**src/verilog/amss_pkg.sv**
```systemverilog
// Package of constants for the async memory strobe sequencer
package amss_pkg;
  localparam int ADDR_W        = 21;
  localparam int BANK_W        = 2;
  localparam int DATA_W        = 16;
  localparam int CS_W          = 4;
  localparam int SETUP_W       = 4;
  localparam int STROBE_W      = 6;
  localparam int HOLD_W        = 3;
  localparam int TA_W          = 2;
  localparam int WAITMAX_W     = 8;
  localparam int EWC_W         = 8;
  // Time units added per external wait cycle
  localparam int EWC_UNITS     = 16;
  // Time units from wait release to strobe end
  localparam int RELEASE_UNITS = 4;
  localparam int TICK_RST      = 0;
  typedef enum logic [2:0] {
    AMSS_IDLE    = 3'b000,
    AMSS_SETUP   = 3'b001,
    AMSS_STROBE  = 3'b010,
    AMSS_EXTWAIT = 3'b011,
    AMSS_RELEASE = 3'b100,
    AMSS_HOLD    = 3'b101,
    AMSS_TURN    = 3'b110
  } amss_state_t;
endpackage

```
**src/verilog/amss_tick.sv**
```systemverilog
// Time-unit tick generator: full or half system clock rate
`timescale 1ns/1ps
module amss_tick
(
  // Clock and reset
  input  wire logic I_CLK,
  input  wire logic I_SRST,
  // Rate select and tick
  input  wire logic i_half_rate,
  output logic      o_tick
);
  logic tog_r;
  logic tog_nxt;

  always_comb
  begin
    tog_nxt = i_half_rate ? ~tog_r : 1'b1;
  end

  always_ff @(posedge I_CLK)
  begin
    if (I_SRST)
      tog_r <= 1'(amss_pkg::TICK_RST);
    else
      tog_r <= tog_nxt;
  end

  // One tick per unit: every clock at full rate, every second at half
  assign o_tick = i_half_rate ? tog_r : 1'b1;
endmodule // amss_tick

```
**src/verilog/amss_sequencer.sv**
```systemverilog
// Async memory strobe sequencer for SRAM and NOR flash
// Function
// - Read lasts setup plus strobe plus hold time units without waiting.
// - With waiting, read grows sixteen units per external wait cycle.
// - Write lasts setup plus strobe plus hold time units without waiting.
// - With waiting, write grows sixteen units per external wait cycle.
// - Select-strobe off: chip select leads read strobe by read setup.
// - Select-strobe on: chip select falls and rises with the strobe.
// - Select-strobe off: chip select stays read hold after read strobe.
// - Read address and bank valid setup before, held hold after strobe.
// - Without waiting, read strobe low exactly read strobe count units.
// - Strobe ends four time units after wait input releases.
// - Select-strobe off: chip select leads write strobe by write setup.
// - Select-strobe off: chip select stays write hold after write strobe.
// - Write address and bank valid setup before, held hold after strobe.
// - Time unit is one clock at full rate, two at half rate.
// - External wait cycles bounded by programmable maximum; excess times out.
// - Turnaround, setup, strobe, hold and max wait are programmable.
`timescale 1ns/1ps
module amss_sequencer
#(
  parameter int CS_W = amss_pkg::CS_W
)
(
  // Clock and reset
  input  wire logic                         I_CLK,
  input  wire logic                         I_SRST,
  // Configuration
  input  wire logic                         I_HALF_RATE,
  input  wire logic                         I_SELECT_STROBE,
  input  wire logic                         I_EXTENDED_WAIT_ENABLE,
  input  wire logic                         I_WAIT_POLARITY_HIGH,
  input  wire logic [amss_pkg::SETUP_W-1:0]   I_READ_SETUP_COUNT,
  input  wire logic [amss_pkg::STROBE_W-1:0]  I_READ_STROBE_COUNT,
  input  wire logic [amss_pkg::HOLD_W-1:0]    I_READ_HOLD_COUNT,
  input  wire logic [amss_pkg::SETUP_W-1:0]   I_WRITE_SETUP_COUNT,
  input  wire logic [amss_pkg::STROBE_W-1:0]  I_WRITE_STROBE_COUNT,
  input  wire logic [amss_pkg::HOLD_W-1:0]    I_WRITE_HOLD_COUNT,
  input  wire logic [amss_pkg::TA_W-1:0]      I_TURNAROUND_COUNT,
  input  wire logic [amss_pkg::WAITMAX_W-1:0] I_MAX_EXT_WAIT_CYCLES,
  // Request side
  input  wire logic                         I_REQ_VALID,
  input  wire logic                         I_REQ_WRITE,
  input  wire logic [CS_W-1:0]              I_REQ_CS,
  input  wire logic [amss_pkg::ADDR_W-1:0]  I_REQ_ADDR,
  input  wire logic [amss_pkg::BANK_W-1:0]  I_REQ_BANK,
  input  wire logic [amss_pkg::DATA_W-1:0]  I_REQ_WDATA,
  output logic                              O_REQ_READY,
  output logic                              O_DONE,
  output logic                              O_TIMEOUT,
  output logic [amss_pkg::DATA_W-1:0]       O_RDATA,
  output logic [amss_pkg::EWC_W-1:0]        O_EXT_WAIT_CYCLES,
  output logic                              O_BUSY,
  // Memory pins
  input  wire logic                         I_EXT_WAIT_IN,
  output logic [CS_W-1:0]                   O_CHIP_SELECT_N,
  output logic                              O_READ_STROBE_N,
  output logic                              O_WRITE_STROBE_N,
  output logic [amss_pkg::ADDR_W-1:0]       O_MEM_ADDR_OUT,
  output logic [amss_pkg::BANK_W-1:0]       O_BANK_SELECT,
  input  wire logic [amss_pkg::DATA_W-1:0]  I_MEM_DATA_BUS,
  output logic [amss_pkg::DATA_W-1:0]       O_MEM_DATA_BUS,
  output logic                              O_MEM_DATA_OE
);
  localparam int CNT_W = 8;

  amss_pkg::amss_state_t state_r, state_nxt;
  logic [CNT_W-1:0]               cnt_r, cnt_nxt;
  logic [3:0]                     sub_r, sub_nxt;
  logic [amss_pkg::EWC_W-1:0]     ewc_r, ewc_nxt;
  logic                           wr_r, wr_nxt;
  logic [CS_W-1:0]                cs_r, cs_nxt;
  logic [amss_pkg::ADDR_W-1:0]    addr_r, addr_nxt;
  logic [amss_pkg::BANK_W-1:0]    bank_r, bank_nxt;
  logic [amss_pkg::DATA_W-1:0]    wdata_r, wdata_nxt;
  logic [amss_pkg::DATA_W-1:0]    rdata_r, rdata_nxt;
  logic                           done_r, done_nxt;
  logic                           tmo_r, tmo_nxt;
  logic                           cs_act_r, cs_act_nxt;
  logic                           rd_n_r, rd_n_nxt;
  logic                           wr_n_r, wr_n_nxt;
  logic                           oe_r, oe_nxt;
  logic                           wait_s1_r, wait_s2_r;
  logic                           tick;
  logic                           wait_act;

  amss_tick u_tick
  (
    .I_CLK       (I_CLK),
    .I_SRST      (I_SRST),
    .i_half_rate (I_HALF_RATE),
    .o_tick      (tick)
  );

  // Two-stage synchroniser on the wait pin
  always_ff @(posedge I_CLK)
  begin
    if (I_SRST)
    begin
      wait_s1_r <= 1'b0;
      wait_s2_r <= 1'b0;
    end
    else
    begin
      wait_s1_r <= I_EXT_WAIT_IN;
      wait_s2_r <= wait_s1_r;
    end
  end

  assign wait_act = (wait_s2_r == I_WAIT_POLARITY_HIGH);

  // Load a phase counter; zero counts are stretched to one unit
  function automatic logic [CNT_W-1:0] ld(input logic [CNT_W-1:0] v);
    ld = (v == '0) ? CNT_W'(1) : v;
  endfunction

  always_comb
  begin
    state_nxt  = state_r;
    cnt_nxt    = cnt_r;
    sub_nxt    = sub_r;
    ewc_nxt    = ewc_r;
    wr_nxt     = wr_r;
    cs_nxt     = cs_r;
    addr_nxt   = addr_r;
    bank_nxt   = bank_r;
    wdata_nxt  = wdata_r;
    rdata_nxt  = rdata_r;
    done_nxt   = 1'b0;
    tmo_nxt    = 1'b0;
    cs_act_nxt = cs_act_r;
    rd_n_nxt   = rd_n_r;
    wr_n_nxt   = wr_n_r;
    oe_nxt     = oe_r;
    case (state_r)
      amss_pkg::AMSS_IDLE:
      begin
        if (I_REQ_VALID && tick)
        begin
          wr_nxt     = I_REQ_WRITE;
          cs_nxt     = I_REQ_CS;
          addr_nxt   = I_REQ_ADDR;
          bank_nxt   = I_REQ_BANK;
          wdata_nxt  = I_REQ_WDATA;
          oe_nxt     = I_REQ_WRITE;
          ewc_nxt    = '0;
          cs_act_nxt = ~I_SELECT_STROBE;
          cnt_nxt    = ld(CNT_W'(I_REQ_WRITE ? I_WRITE_SETUP_COUNT
                                             : I_READ_SETUP_COUNT));
          state_nxt  = amss_pkg::AMSS_SETUP;
        end
      end
      amss_pkg::AMSS_SETUP:
      begin
        if (tick)
        begin
          cnt_nxt = cnt_r - CNT_W'(1);
          if (cnt_r == CNT_W'(1))
          begin
            cs_act_nxt = 1'b1;
            rd_n_nxt   = wr_r;
            wr_n_nxt   = ~wr_r;
            cnt_nxt    = ld(CNT_W'(wr_r ? I_WRITE_STROBE_COUNT
                                        : I_READ_STROBE_COUNT));
            state_nxt  = amss_pkg::AMSS_STROBE;
          end
        end
      end
      amss_pkg::AMSS_STROBE:
      begin
        if (tick)
        begin
          cnt_nxt = cnt_r - CNT_W'(1);
          if (cnt_r == CNT_W'(1))
          begin
            if (I_EXTENDED_WAIT_ENABLE && wait_act)
            begin
              ewc_nxt   = amss_pkg::EWC_W'(1);
              sub_nxt   = 4'(amss_pkg::EWC_UNITS - 1);
              state_nxt = amss_pkg::AMSS_EXTWAIT;
            end
            else
            begin
              // strobe ends after exactly the count
              rdata_nxt = I_MEM_DATA_BUS;
              rd_n_nxt  = 1'b1;
              wr_n_nxt  = 1'b1;
              cs_act_nxt = ~I_SELECT_STROBE;
              cnt_nxt   = ld(CNT_W'(wr_r ? I_WRITE_HOLD_COUNT
                                         : I_READ_HOLD_COUNT));
              state_nxt = amss_pkg::AMSS_HOLD;
            end
          end
        end
      end
      amss_pkg::AMSS_EXTWAIT:
      begin
        if (tick)
        begin
          sub_nxt = sub_r - 4'(1);
          if (!wait_act)
          begin
            cnt_nxt   = CNT_W'(amss_pkg::RELEASE_UNITS - 1);
            state_nxt = amss_pkg::AMSS_RELEASE;
          end
          else if (sub_r == 4'(0))
          begin
            sub_nxt = 4'(amss_pkg::EWC_UNITS - 1);
            if (ewc_r >= I_MAX_EXT_WAIT_CYCLES)
            begin
              tmo_nxt   = 1'b1;
              cnt_nxt   = CNT_W'(amss_pkg::RELEASE_UNITS - 1);
              state_nxt = amss_pkg::AMSS_RELEASE;
            end
            else
              ewc_nxt = ewc_r + amss_pkg::EWC_W'(1);
          end
        end
      end
      amss_pkg::AMSS_RELEASE:
      begin
        if (tick)
        begin
          cnt_nxt = cnt_r - CNT_W'(1);
          if (cnt_r == CNT_W'(0))
          begin
            rdata_nxt  = I_MEM_DATA_BUS;
            rd_n_nxt   = 1'b1;
            wr_n_nxt   = 1'b1;
            cs_act_nxt = ~I_SELECT_STROBE;
            cnt_nxt    = ld(CNT_W'(wr_r ? I_WRITE_HOLD_COUNT
                                        : I_READ_HOLD_COUNT));
            state_nxt  = amss_pkg::AMSS_HOLD;
          end
        end
      end
      amss_pkg::AMSS_HOLD:
      begin
        if (tick)
        begin
          cnt_nxt = cnt_r - CNT_W'(1);
          if (cnt_r == CNT_W'(1))
          begin
            cs_act_nxt = 1'b0;
            oe_nxt     = 1'b0;
            done_nxt   = 1'b1;
            cnt_nxt    = CNT_W'(I_TURNAROUND_COUNT);
            state_nxt  = (I_TURNAROUND_COUNT == '0) ? amss_pkg::AMSS_IDLE
                                                    : amss_pkg::AMSS_TURN;
          end
        end
      end
      amss_pkg::AMSS_TURN:
      begin
        if (tick)
        begin
          cnt_nxt = cnt_r - CNT_W'(1);
          if (cnt_r == CNT_W'(1))
            state_nxt = amss_pkg::AMSS_IDLE;
        end
      end
      default:
        state_nxt = amss_pkg::AMSS_IDLE;
    endcase
  end

  always_ff @(posedge I_CLK)
  begin
    if (I_SRST)
    begin
      state_r  <= amss_pkg::AMSS_IDLE;
      cnt_r    <= '0;
      sub_r    <= '0;
      ewc_r    <= '0;
      wr_r     <= 1'b0;
      cs_r     <= '0;
      addr_r   <= '0;
      bank_r   <= '0;
      wdata_r  <= '0;
      rdata_r  <= '0;
      done_r   <= 1'b0;
      tmo_r    <= 1'b0;
      cs_act_r <= 1'b0;
      rd_n_r   <= 1'b1;
      wr_n_r   <= 1'b1;
      oe_r     <= 1'b0;
    end
    else
    begin
      state_r  <= state_nxt;
      cnt_r    <= cnt_nxt;
      sub_r    <= sub_nxt;
      ewc_r    <= ewc_nxt;
      wr_r     <= wr_nxt;
      cs_r     <= cs_nxt;
      addr_r   <= addr_nxt;
      bank_r   <= bank_nxt;
      wdata_r  <= wdata_nxt;
      rdata_r  <= rdata_nxt;
      done_r   <= done_nxt;
      tmo_r    <= tmo_nxt;
      cs_act_r <= cs_act_nxt;
      rd_n_r   <= rd_n_nxt;
      wr_n_r   <= wr_n_nxt;
      oe_r     <= oe_nxt;
    end
  end

  assign O_REQ_READY       = (state_r == amss_pkg::AMSS_IDLE) && tick;
  assign O_BUSY            = (state_r != amss_pkg::AMSS_IDLE);
  assign O_DONE            = done_r;
  assign O_TIMEOUT         = tmo_r;
  assign O_RDATA           = rdata_r;
  assign O_EXT_WAIT_CYCLES = ewc_r;
  assign O_CHIP_SELECT_N   = cs_act_r ? ~cs_r : {CS_W{1'b1}};
  assign O_READ_STROBE_N   = rd_n_r;
  assign O_WRITE_STROBE_N  = wr_n_r;
  assign O_MEM_ADDR_OUT    = addr_r;
  assign O_BANK_SELECT     = bank_r;
  assign O_MEM_DATA_BUS    = wdata_r;
  assign O_MEM_DATA_OE     = oe_r;

  strobe_excl_a: assert property (@(posedge I_CLK) disable iff (I_SRST)
    !(!O_READ_STROBE_N && !O_WRITE_STROBE_N))
    else $error("both strobes low");
  cs_with_strobe_a: assert property (@(posedge I_CLK) disable iff (I_SRST)
    (!O_READ_STROBE_N || !O_WRITE_STROBE_N) |-> (O_CHIP_SELECT_N != '1))
    else $error("strobe without chip select");
  addr_stable_a: assert property (@(posedge I_CLK) disable iff (I_SRST)
    (state_r != amss_pkg::AMSS_IDLE && $past(state_r) != amss_pkg::AMSS_IDLE)
    |-> $stable(O_MEM_ADDR_OUT))
    else $error("address moved during access");
  no_wait_strobe_a: assert property (@(posedge I_CLK) disable iff (I_SRST)
    (!I_EXTENDED_WAIT_ENABLE && $fell(O_READ_STROBE_N) && !I_HALF_RATE
     && I_READ_STROBE_COUNT == 6'(2))
    |-> !O_READ_STROBE_N ##1 !O_READ_STROBE_N ##1 O_READ_STROBE_N)
    else $error("read strobe width wrong");
  ss_cs_low_a: assert property (@(posedge I_CLK) disable iff (I_SRST)
    (I_SELECT_STROBE && $fell(O_WRITE_STROBE_N))
    |-> !$past(cs_act_r) && cs_act_r)
    else $error("select not with write strobe");
  done_idle_a: assert property (@(posedge I_CLK) disable iff (I_SRST)
    O_DONE |-> O_READ_STROBE_N && O_WRITE_STROBE_N && O_CHIP_SELECT_N == '1)
    else $error("done with pins active");
  wait_bound_a: assert property (@(posedge I_CLK) disable iff (I_SRST)
    O_BUSY |-> ewc_r <= I_MAX_EXT_WAIT_CYCLES || I_MAX_EXT_WAIT_CYCLES == '0)
    else $error("wait count beyond bound");
  release_end_a: assert property (@(posedge I_CLK) disable iff (I_SRST)
    (state_r == amss_pkg::AMSS_EXTWAIT && tick && !wait_act && !I_HALF_RATE)
    |-> ##5 (O_READ_STROBE_N && O_WRITE_STROBE_N))
    else $error("strobe not ended after release");
  turn_gap_a: assert property (@(posedge I_CLK) disable iff (I_SRST)
    (O_DONE && I_TURNAROUND_COUNT != '0) |-> !O_REQ_READY)
    else $error("no turnaround gap");
endmodule // amss_sequencer

```
**config.mk**
```make
export PLATFORM = sky130hd
export DESIGN_NAME = amss_sequencer
export DESIGN_NICKNAME = d
export VERILOG_FILES = /design/src/verilog/amss_pkg.sv /design/src/verilog/amss_tick.sv /design/src/verilog/amss_sequencer.sv
export SDC_FILE = /design/constraint.sdc
export NUM_CORES = 1
export LEC_CHECK = 0
export ABC_AREA = 1
export BUFFER_PORTS_ARGS = -buffer_cell sky130_fd_sc_hd__buf_2
export CAP_MARGIN = 30
export CORE_UTILIZATION = 30
export DETAILED_ROUTE_END_ITERATION = 7
export GPL_TIMING_DRIVEN = 1
export PLACE_DENSITY_LB_ADDON = 0.15
export SYNTH_ARGS = -nofsm -noshare
export SYNTH_HDL_FRONTEND = slang
export SYNTH_SLANG_ARGS = --single-unit
```
**constraint.sdc**
```tcl
create_clock -name I_CLK -period 2 [get_ports I_CLK]
set_input_delay 0.3 -clock I_CLK [delete_from_list [all_inputs] [get_ports I_CLK]]
set_output_delay 0.3 -clock I_CLK [all_outputs]
set_load 0.01 [all_outputs]
```
# Yosys cells after proc, flatten, opt, wreduce, memory -nomap -nowiden
# Cells that the tools add are included.
# W data, S select, Z words.
[word_totals] elab_cells=179 regBits=92 inputBits=104 out_inout_bits=74
[op_classes] n_eq_ne=27 order_cmp=1 bitwise=9 add_sub_neg=3 muxes=91 reduce_logical=29
[op_table] op="$mux W8" count=23
[op_table] op="$mux W16" count=5
[op_table] op="$mux W3" count=19
[op_table] op="$pmux W8 S7" count=1
[op_table] op="$mux W4" count=9
[op_table] op="$ne A2 B2 Y1 const B" count=17
[op_table] op="$logic_not A8 Y1" count=4
[op_table] op="$pmux W16 S2" count=1
[op_table] op="$mux W1" count=24
[op_table] op="$pmux W8 S3" count=1
[op_table] op="$pmux W3 S7" count=1
[op_table] op="$reduce_and A14 Y1" count=1
[op_table] op="$mux W6" count=2
[op_table] op="$reduce_and A11 Y1" count=1
[op_table] op="$reduce_and A10 Y1" count=1
[op_table] op="$eq A3 B3 Y1 const B" count=3
[op_table] op="$reduce_and A9 Y1" count=1
[op_table] op="$reduce_bool A3 Y1" count=3
[op_table] op="$add A8 B1 Y8 const B" count=1
[op_table] op="$eq A8 B1 Y1 const B" count=1
[op_table] op="$ge A8 B8 Y1" count=1
[op_table] op="$not A1 Y1" count=8
[op_table] op="$pmux W4 S2" count=1
[op_table] op="$reduce_and A8 Y1" count=1
[op_table] op="23 further kinds" count=30

# Longest topological paths before layout
[depth] depth_word=7 mapped_depth=16 depth_no_buf=16

# Hierarchy
# From an unflattened synthesis, not the netlist that was laid out.
[unflattened] cells_unflattened=704 area_unflattened_um2=4743.3
[modules_own_cells] mod="amss_sequencer" instances=1 cells_each=700 area_each_um2=4707.0 seq_area_each_um2=1821.7
[modules_own_cells] mod="amss_tick" instances=1 cells_each=4 area_each_um2=36.3 seq_area_each_um2=20.0

# Worst setup path before layout
# OpenSTA, ideal clock, no wires.
[synth_path] path_kind="flip-flop to flip-flop" start="register ewc_r, in the netlist O_EXT_WAIT_CYCLES[0]" end="register cnt_r[3]" period_less_slack_ps=1732 stages_incl_launch_ff=15 n_path_buf=0 setup_time_ps=116 t_required_ps=1884 setup_slack_ps=268 arrival_ps=1616 path_cell_list="dfxtp_1 inv_1 ha_1 nand2_1 nand3_1 nand2_1 nand2_1 nand2_1 nand2_1 nand2_1 nand2_1 nand2_4 clkinv_2 o21ai_0 nor2_1"
[synth_via] elab_chain_len=3
[synth_rtl] item="start: declaration" line_no="amss_sequencer.sv:70" rtl="logic [amss_pkg::EWC_W-1:0] ewc_r, ewc_nxt;"
[synth_rtl] item="start signal: assignment" line_no="amss_sequencer.sv:293" rtl="ewc_r <= ewc_nxt;"
[synth_rtl] item="$ge A8 B8 Y1" line_no="amss_sequencer.sv:209" rtl="if (ewc_r >= I_MAX_EXT_WAIT_CYCLES)"
[synth_rtl] item="$ne A3 B3 Y1 (no source line)"
[synth_rtl] item="$reduce_and A10 Y1 (no source line)"
[synth_rtl] item="end signal: assignment" line_no="amss_sequencer.sv:291" rtl="cnt_r <= cnt_nxt;"
[synth_rtl] item="end: declaration" line_no="amss_sequencer.sv:68" rtl="logic [CNT_W-1:0] cnt_r, cnt_nxt;"
# No other way between the ends.
# A chain may end at the register's enable or synchronous reset.

# Worst setup path in the final report
[layout_path] start="register cnt_r[1]" end="register rdata_r, in the netlist O_RDATA[11]"
[layout_via] elab_chain_len=3 word_cells_on_any_way=5 cone_classes="eq/ne: 3; reduce/logical: 2"
[layout_rtl] item="$eq A8 B1 Y1 or $logic_not A8 Y1 (tied branches)" line_no="amss_sequencer.sv:174, amss_sequencer.sv:225"
[layout_rtl] item="$ne A2 B2 Y1 (no source line)"
[layout_rtl] item="$reduce_and A6 Y1 (no source line) *"
[layout_rtl] item="end signal: assignment" line_no="amss_sequencer.sv:299" rtl="rdata_r <= rdata_nxt;"
[layout_rtl] item="end: declaration" line_no="amss_sequencer.sv:76" rtl="logic [amss_pkg::DATA_W-1:0] rdata_r, rdata_nxt;"
# Mark *: on every way between the ends. The rest lies on a longest branch, timed or not.

==> results by group <==
Route
  • Vias: between 4000 and 5000
  • DRT Pass-1 Iters: 8
  • Initial DRC Count: roughly 240
  • DRT antenna net count: 0
  • DRC Markers: 6
  • Total routed wirelength: ~13 mm
  • WL per Instance: about 12 µm
  • Routed vias/inst: around 4.5

STA
  • Minimum clock period after layout: 1.86 ns
  • Hold Fails Final Rpt: 0
  • Tcrit/Tclk final: between 90% and 100%
  • Layout Skew: 0.0104 ns
  • Worst-Margin Slew: just over 0.6 ns
  • Achievable Freq: between 0.5 and 0.6 GHz
  • Hold slack final: between 0.1 and 0.15 ns
  • Setup ws final: 0.144 ns
  • Slew Viols, Final: 0
  • # setup viols final: 0
  • Slew HR: 58.5%

CTS
  • Root Driver: clkbuf_16
  • Hold-fix buffers, CTS: 0
  • Clock transition at path regs: around 0.070 ns
  • Clock Tree Buf Depth: 2
  • CTS Buf Count: 9
  • CTS Sinks: 92
  • Clock Latency Late Sink: 0.35 ns
  • H-tree level count: 3
  • CTS tree: done

Die
  • Core area: around 15000 µm²
  • Die width: 126 µm
  • Die area: 15800 µm²
  • Std-Cell Rows: 44
  • I/O pins: roughly 180
  • Die height: about 130 µm
  • Starting Density: between 30% and 40%

Setup path
  • Crit-path max cell delay: ~0.32 ns
  • Critical R2R Launch: cnt_r[1]$_SDFFE_PP0P_
  • Crit path cell chain: inv_1 > ha_1 > nand2_2 > nor2_4 > nand2_2 > nand2_1 > nand2_2 > nor3_4 > buf_6 > clkbuf_4 > o21ai_0 > nor2_1
  • Critical path's slowest cell: dfxtp_1
  • R2r setup slk: about 0.14 ns
  • CP Class: reg -> reg
  • CP Launch Type: register
  • CP dominant cell by count: nand2_2
  • Worst Path Arrival: 2.14 ns
  • R2R depth: 12
  • Critical path required time: roughly 2.3 ns
  • Reg-to-Reg End: O_RDATA[11]$_SDFFE_PP0P_
  • Critical Path Sink Type: register
  • Worst Path Buf+Inv: 3
  • Maximum fanout along the worst path: 7
  • CP top delay family: simple AND/OR/NAND/NOR gates

Global route
  • First-pass GRT wire length: approximately 22 mm
  • Tot GR Track Use: approximately 17%
  • Largest net degree at the start of global routing: 44
  • Met3 GRT Util: 5.95%
  • Total gr overflow: 0
  • Initial antenna violation count: 0
  • Met2 usage: ~30%
  • Grt met1 use: a little over a fifth
  • GR peak layer: met2
  • Vias in the first global route: approximately 4600

Layout
  • Fin util: a little over two fifths
  • Fraction of layout instances using a drive strength above 1: a little under a third
  • Synth-to-layout area growth: 36.2%
  • # fillers: around 1600
  • Nets: approximately 990
  • Ant diodes: 0

Synthesis
  • Dominant synthesized flop cell: dfxtp_1
  • Post-Syn Area per Cell: slightly below 7 µm²
  • Post-synth EDFFs: 0
  • Synth warn: 0
  • Share of the synthesized area in the top cell type: between 40% and 50%
  • Syn nets: 797
  • Mapped Area: approximately 4600 µm²
  • Post-synthesis cell count: about 680
  • FF+latch count, synth: 92
  • Synth top cells by count: nor2_1 (152), nand2_1 (134), dfxtp_1 (92)
  • Count leader, synth: nor2_1
  • Post-synth ARST share: 0%
  • Top post-synthesis cells by area: dfxtp_1 (40%), nor2_1 (12%), nand2_1 (11%)
  • Synth cell types: 39
  • Yosys top cell by area: dfxtp_1
  • Register area share after synthesis: 40.2%

Flow run
  • MaxCap Viol Count: 0

Outcome
  • Failing checks: design-rule violations
  • Status: finished with violations

Worst hold path
  • Worst Hold Path EP: u_tick.tog_r$_SDFF_PP0_
  • Hold path startpoint: I_HALF_RATE
  • Hold WC Path Type: in -> reg
  • Hold Path Depth: 2

Pwr
  • Pwr Total: 7.96 mW
  • Pwr Density: roughly 1300 nW/µm²
  • P_leak: 3.16 nW
  • VDD IR max: between 0.0005 and 0.0006 V

Placement
  • Worst slack at placement: 0.0708 ns
  • Post-DP HPWL: just over 10 mm
  • Port bufs: between 150 and 200
  • RePlAce Congestion: between 0.8 and 0.9
-- worst max path at each step --
stage	start	end	slack (ns)	cells past startpoint
after floorplan	O_EXT_WAIT_CYCLES[0]$_SDFFE_PP0P_	cnt_r[3]$_SDFFE_PP0P_	0.27	14
after global placement	I_MAX_EXT_WAIT_CYCLES[1]	cnt_r[2]$_SDFFE_PP0P_	0.11	15
after detailed placement	cnt_r[0]$_SDFFE_PP0P_	O_READ_STROBE_N$_SDFFE_PP1P_	0.07	11
after CTS	cnt_r[0]$_SDFFE_PP0P_	cnt_r[4]$_SDFFE_PP0P_	0.05	13
after global routing	cnt_r[0]$_SDFFE_PP0P_	O_RDATA[11]$_SDFFE_PP0P_	-0.002	12
final	cnt_r[1]$_SDFFE_PP0P_	O_RDATA[11]$_SDFFE_PP0P_	0.14	12
-- through the flow --
stage          cell area, µm²  cells  setup TNS (ns)
2_1_floorplan            4580    681               0
3_3_place_gp             5840   1045               0
3_5_place_dp             5840   1045               0
4_1_cts                  6180   1061               0
5_1_grt                  6240   1066        -0.00378
6_report                 6240   1066               0
-- power breakdown --
| part | leakage, nW | internal, mW | switching [mW] |
|---|---|---|---|
| combinational | 2.24 | 1.28 | 2.13 |
| sequential | 0.755 | 2.29 | 0.290 |
| clock | 0.168 | 1.24 | 0.749 |
-- layout by cell type (no fill, tap or decap), types with 12 or more instances in the layout --
cell type / instances
a21oi_1: 25
buf_2: 177
buf_4: 25
dfxtp_1: 90
inv_1: 53
nand2_1: 132
nand3_1: 22
nor2_1: 152
nor2_2: 12
o21ai_0: 83
-- cell families (layout without fill, tap and decap cells) --
kind of cell    Yosys count  in the layout  share of synthesized area [%]
compound gates          125            125                           14.3
xor+xnor                  8              8                           1.53
fa+ha+maj                12             12                           3.28
buf+inv                  90            291                           7.89
flops                    92             92                           40.2
simple gates            354            354                           32.8
-- timing repair --
action,CTS,global route
setup buffers,0,4
setup endpoints to repair,0,34
resized for setup,0,12
-- flip-flops by register name, summed over array words and instances (netlist names) --
signal             flops
O_EXT_WAIT_CYCLES      8
O_MEM_DATA_OE          1
O_READ_STROBE_N        1
O_RDATA               16
wait_s2_r              1
cs_r                   4
O_BANK_SELECT          2
state_r                3
O_DONE                 1
O_MEM_ADDR_OUT        21
sub_r                  4
O_MEM_DATA_BUS        16
cs_act_r               1
wr_r                   1
O_WRITE_STROBE_N       1
O_TIMEOUT              1
cnt_r                  8
wait_s1_r              1
u_tick.tog_r           1
-- layout make-up --
type,instances,area (µm²),area share (%)
clock buffers,10,229,3.67
clock inverters,6,116,1.86
multi-input cells,499,2390,38.2
well taps,184,230,3.69
flip-flops and latches,92,1840,29.6
repair buffers,209,1180,19.0
inverters,66,251,4.03
-- per-layer routing --
layer	vias to the layer above	wire length, µm
met3	7	1070
met5	-	0
met4	0	99
met1	2121	6190
met2	145	5910
li1	2559	-
Note: power is estimated with default switching activity, not from simulation.
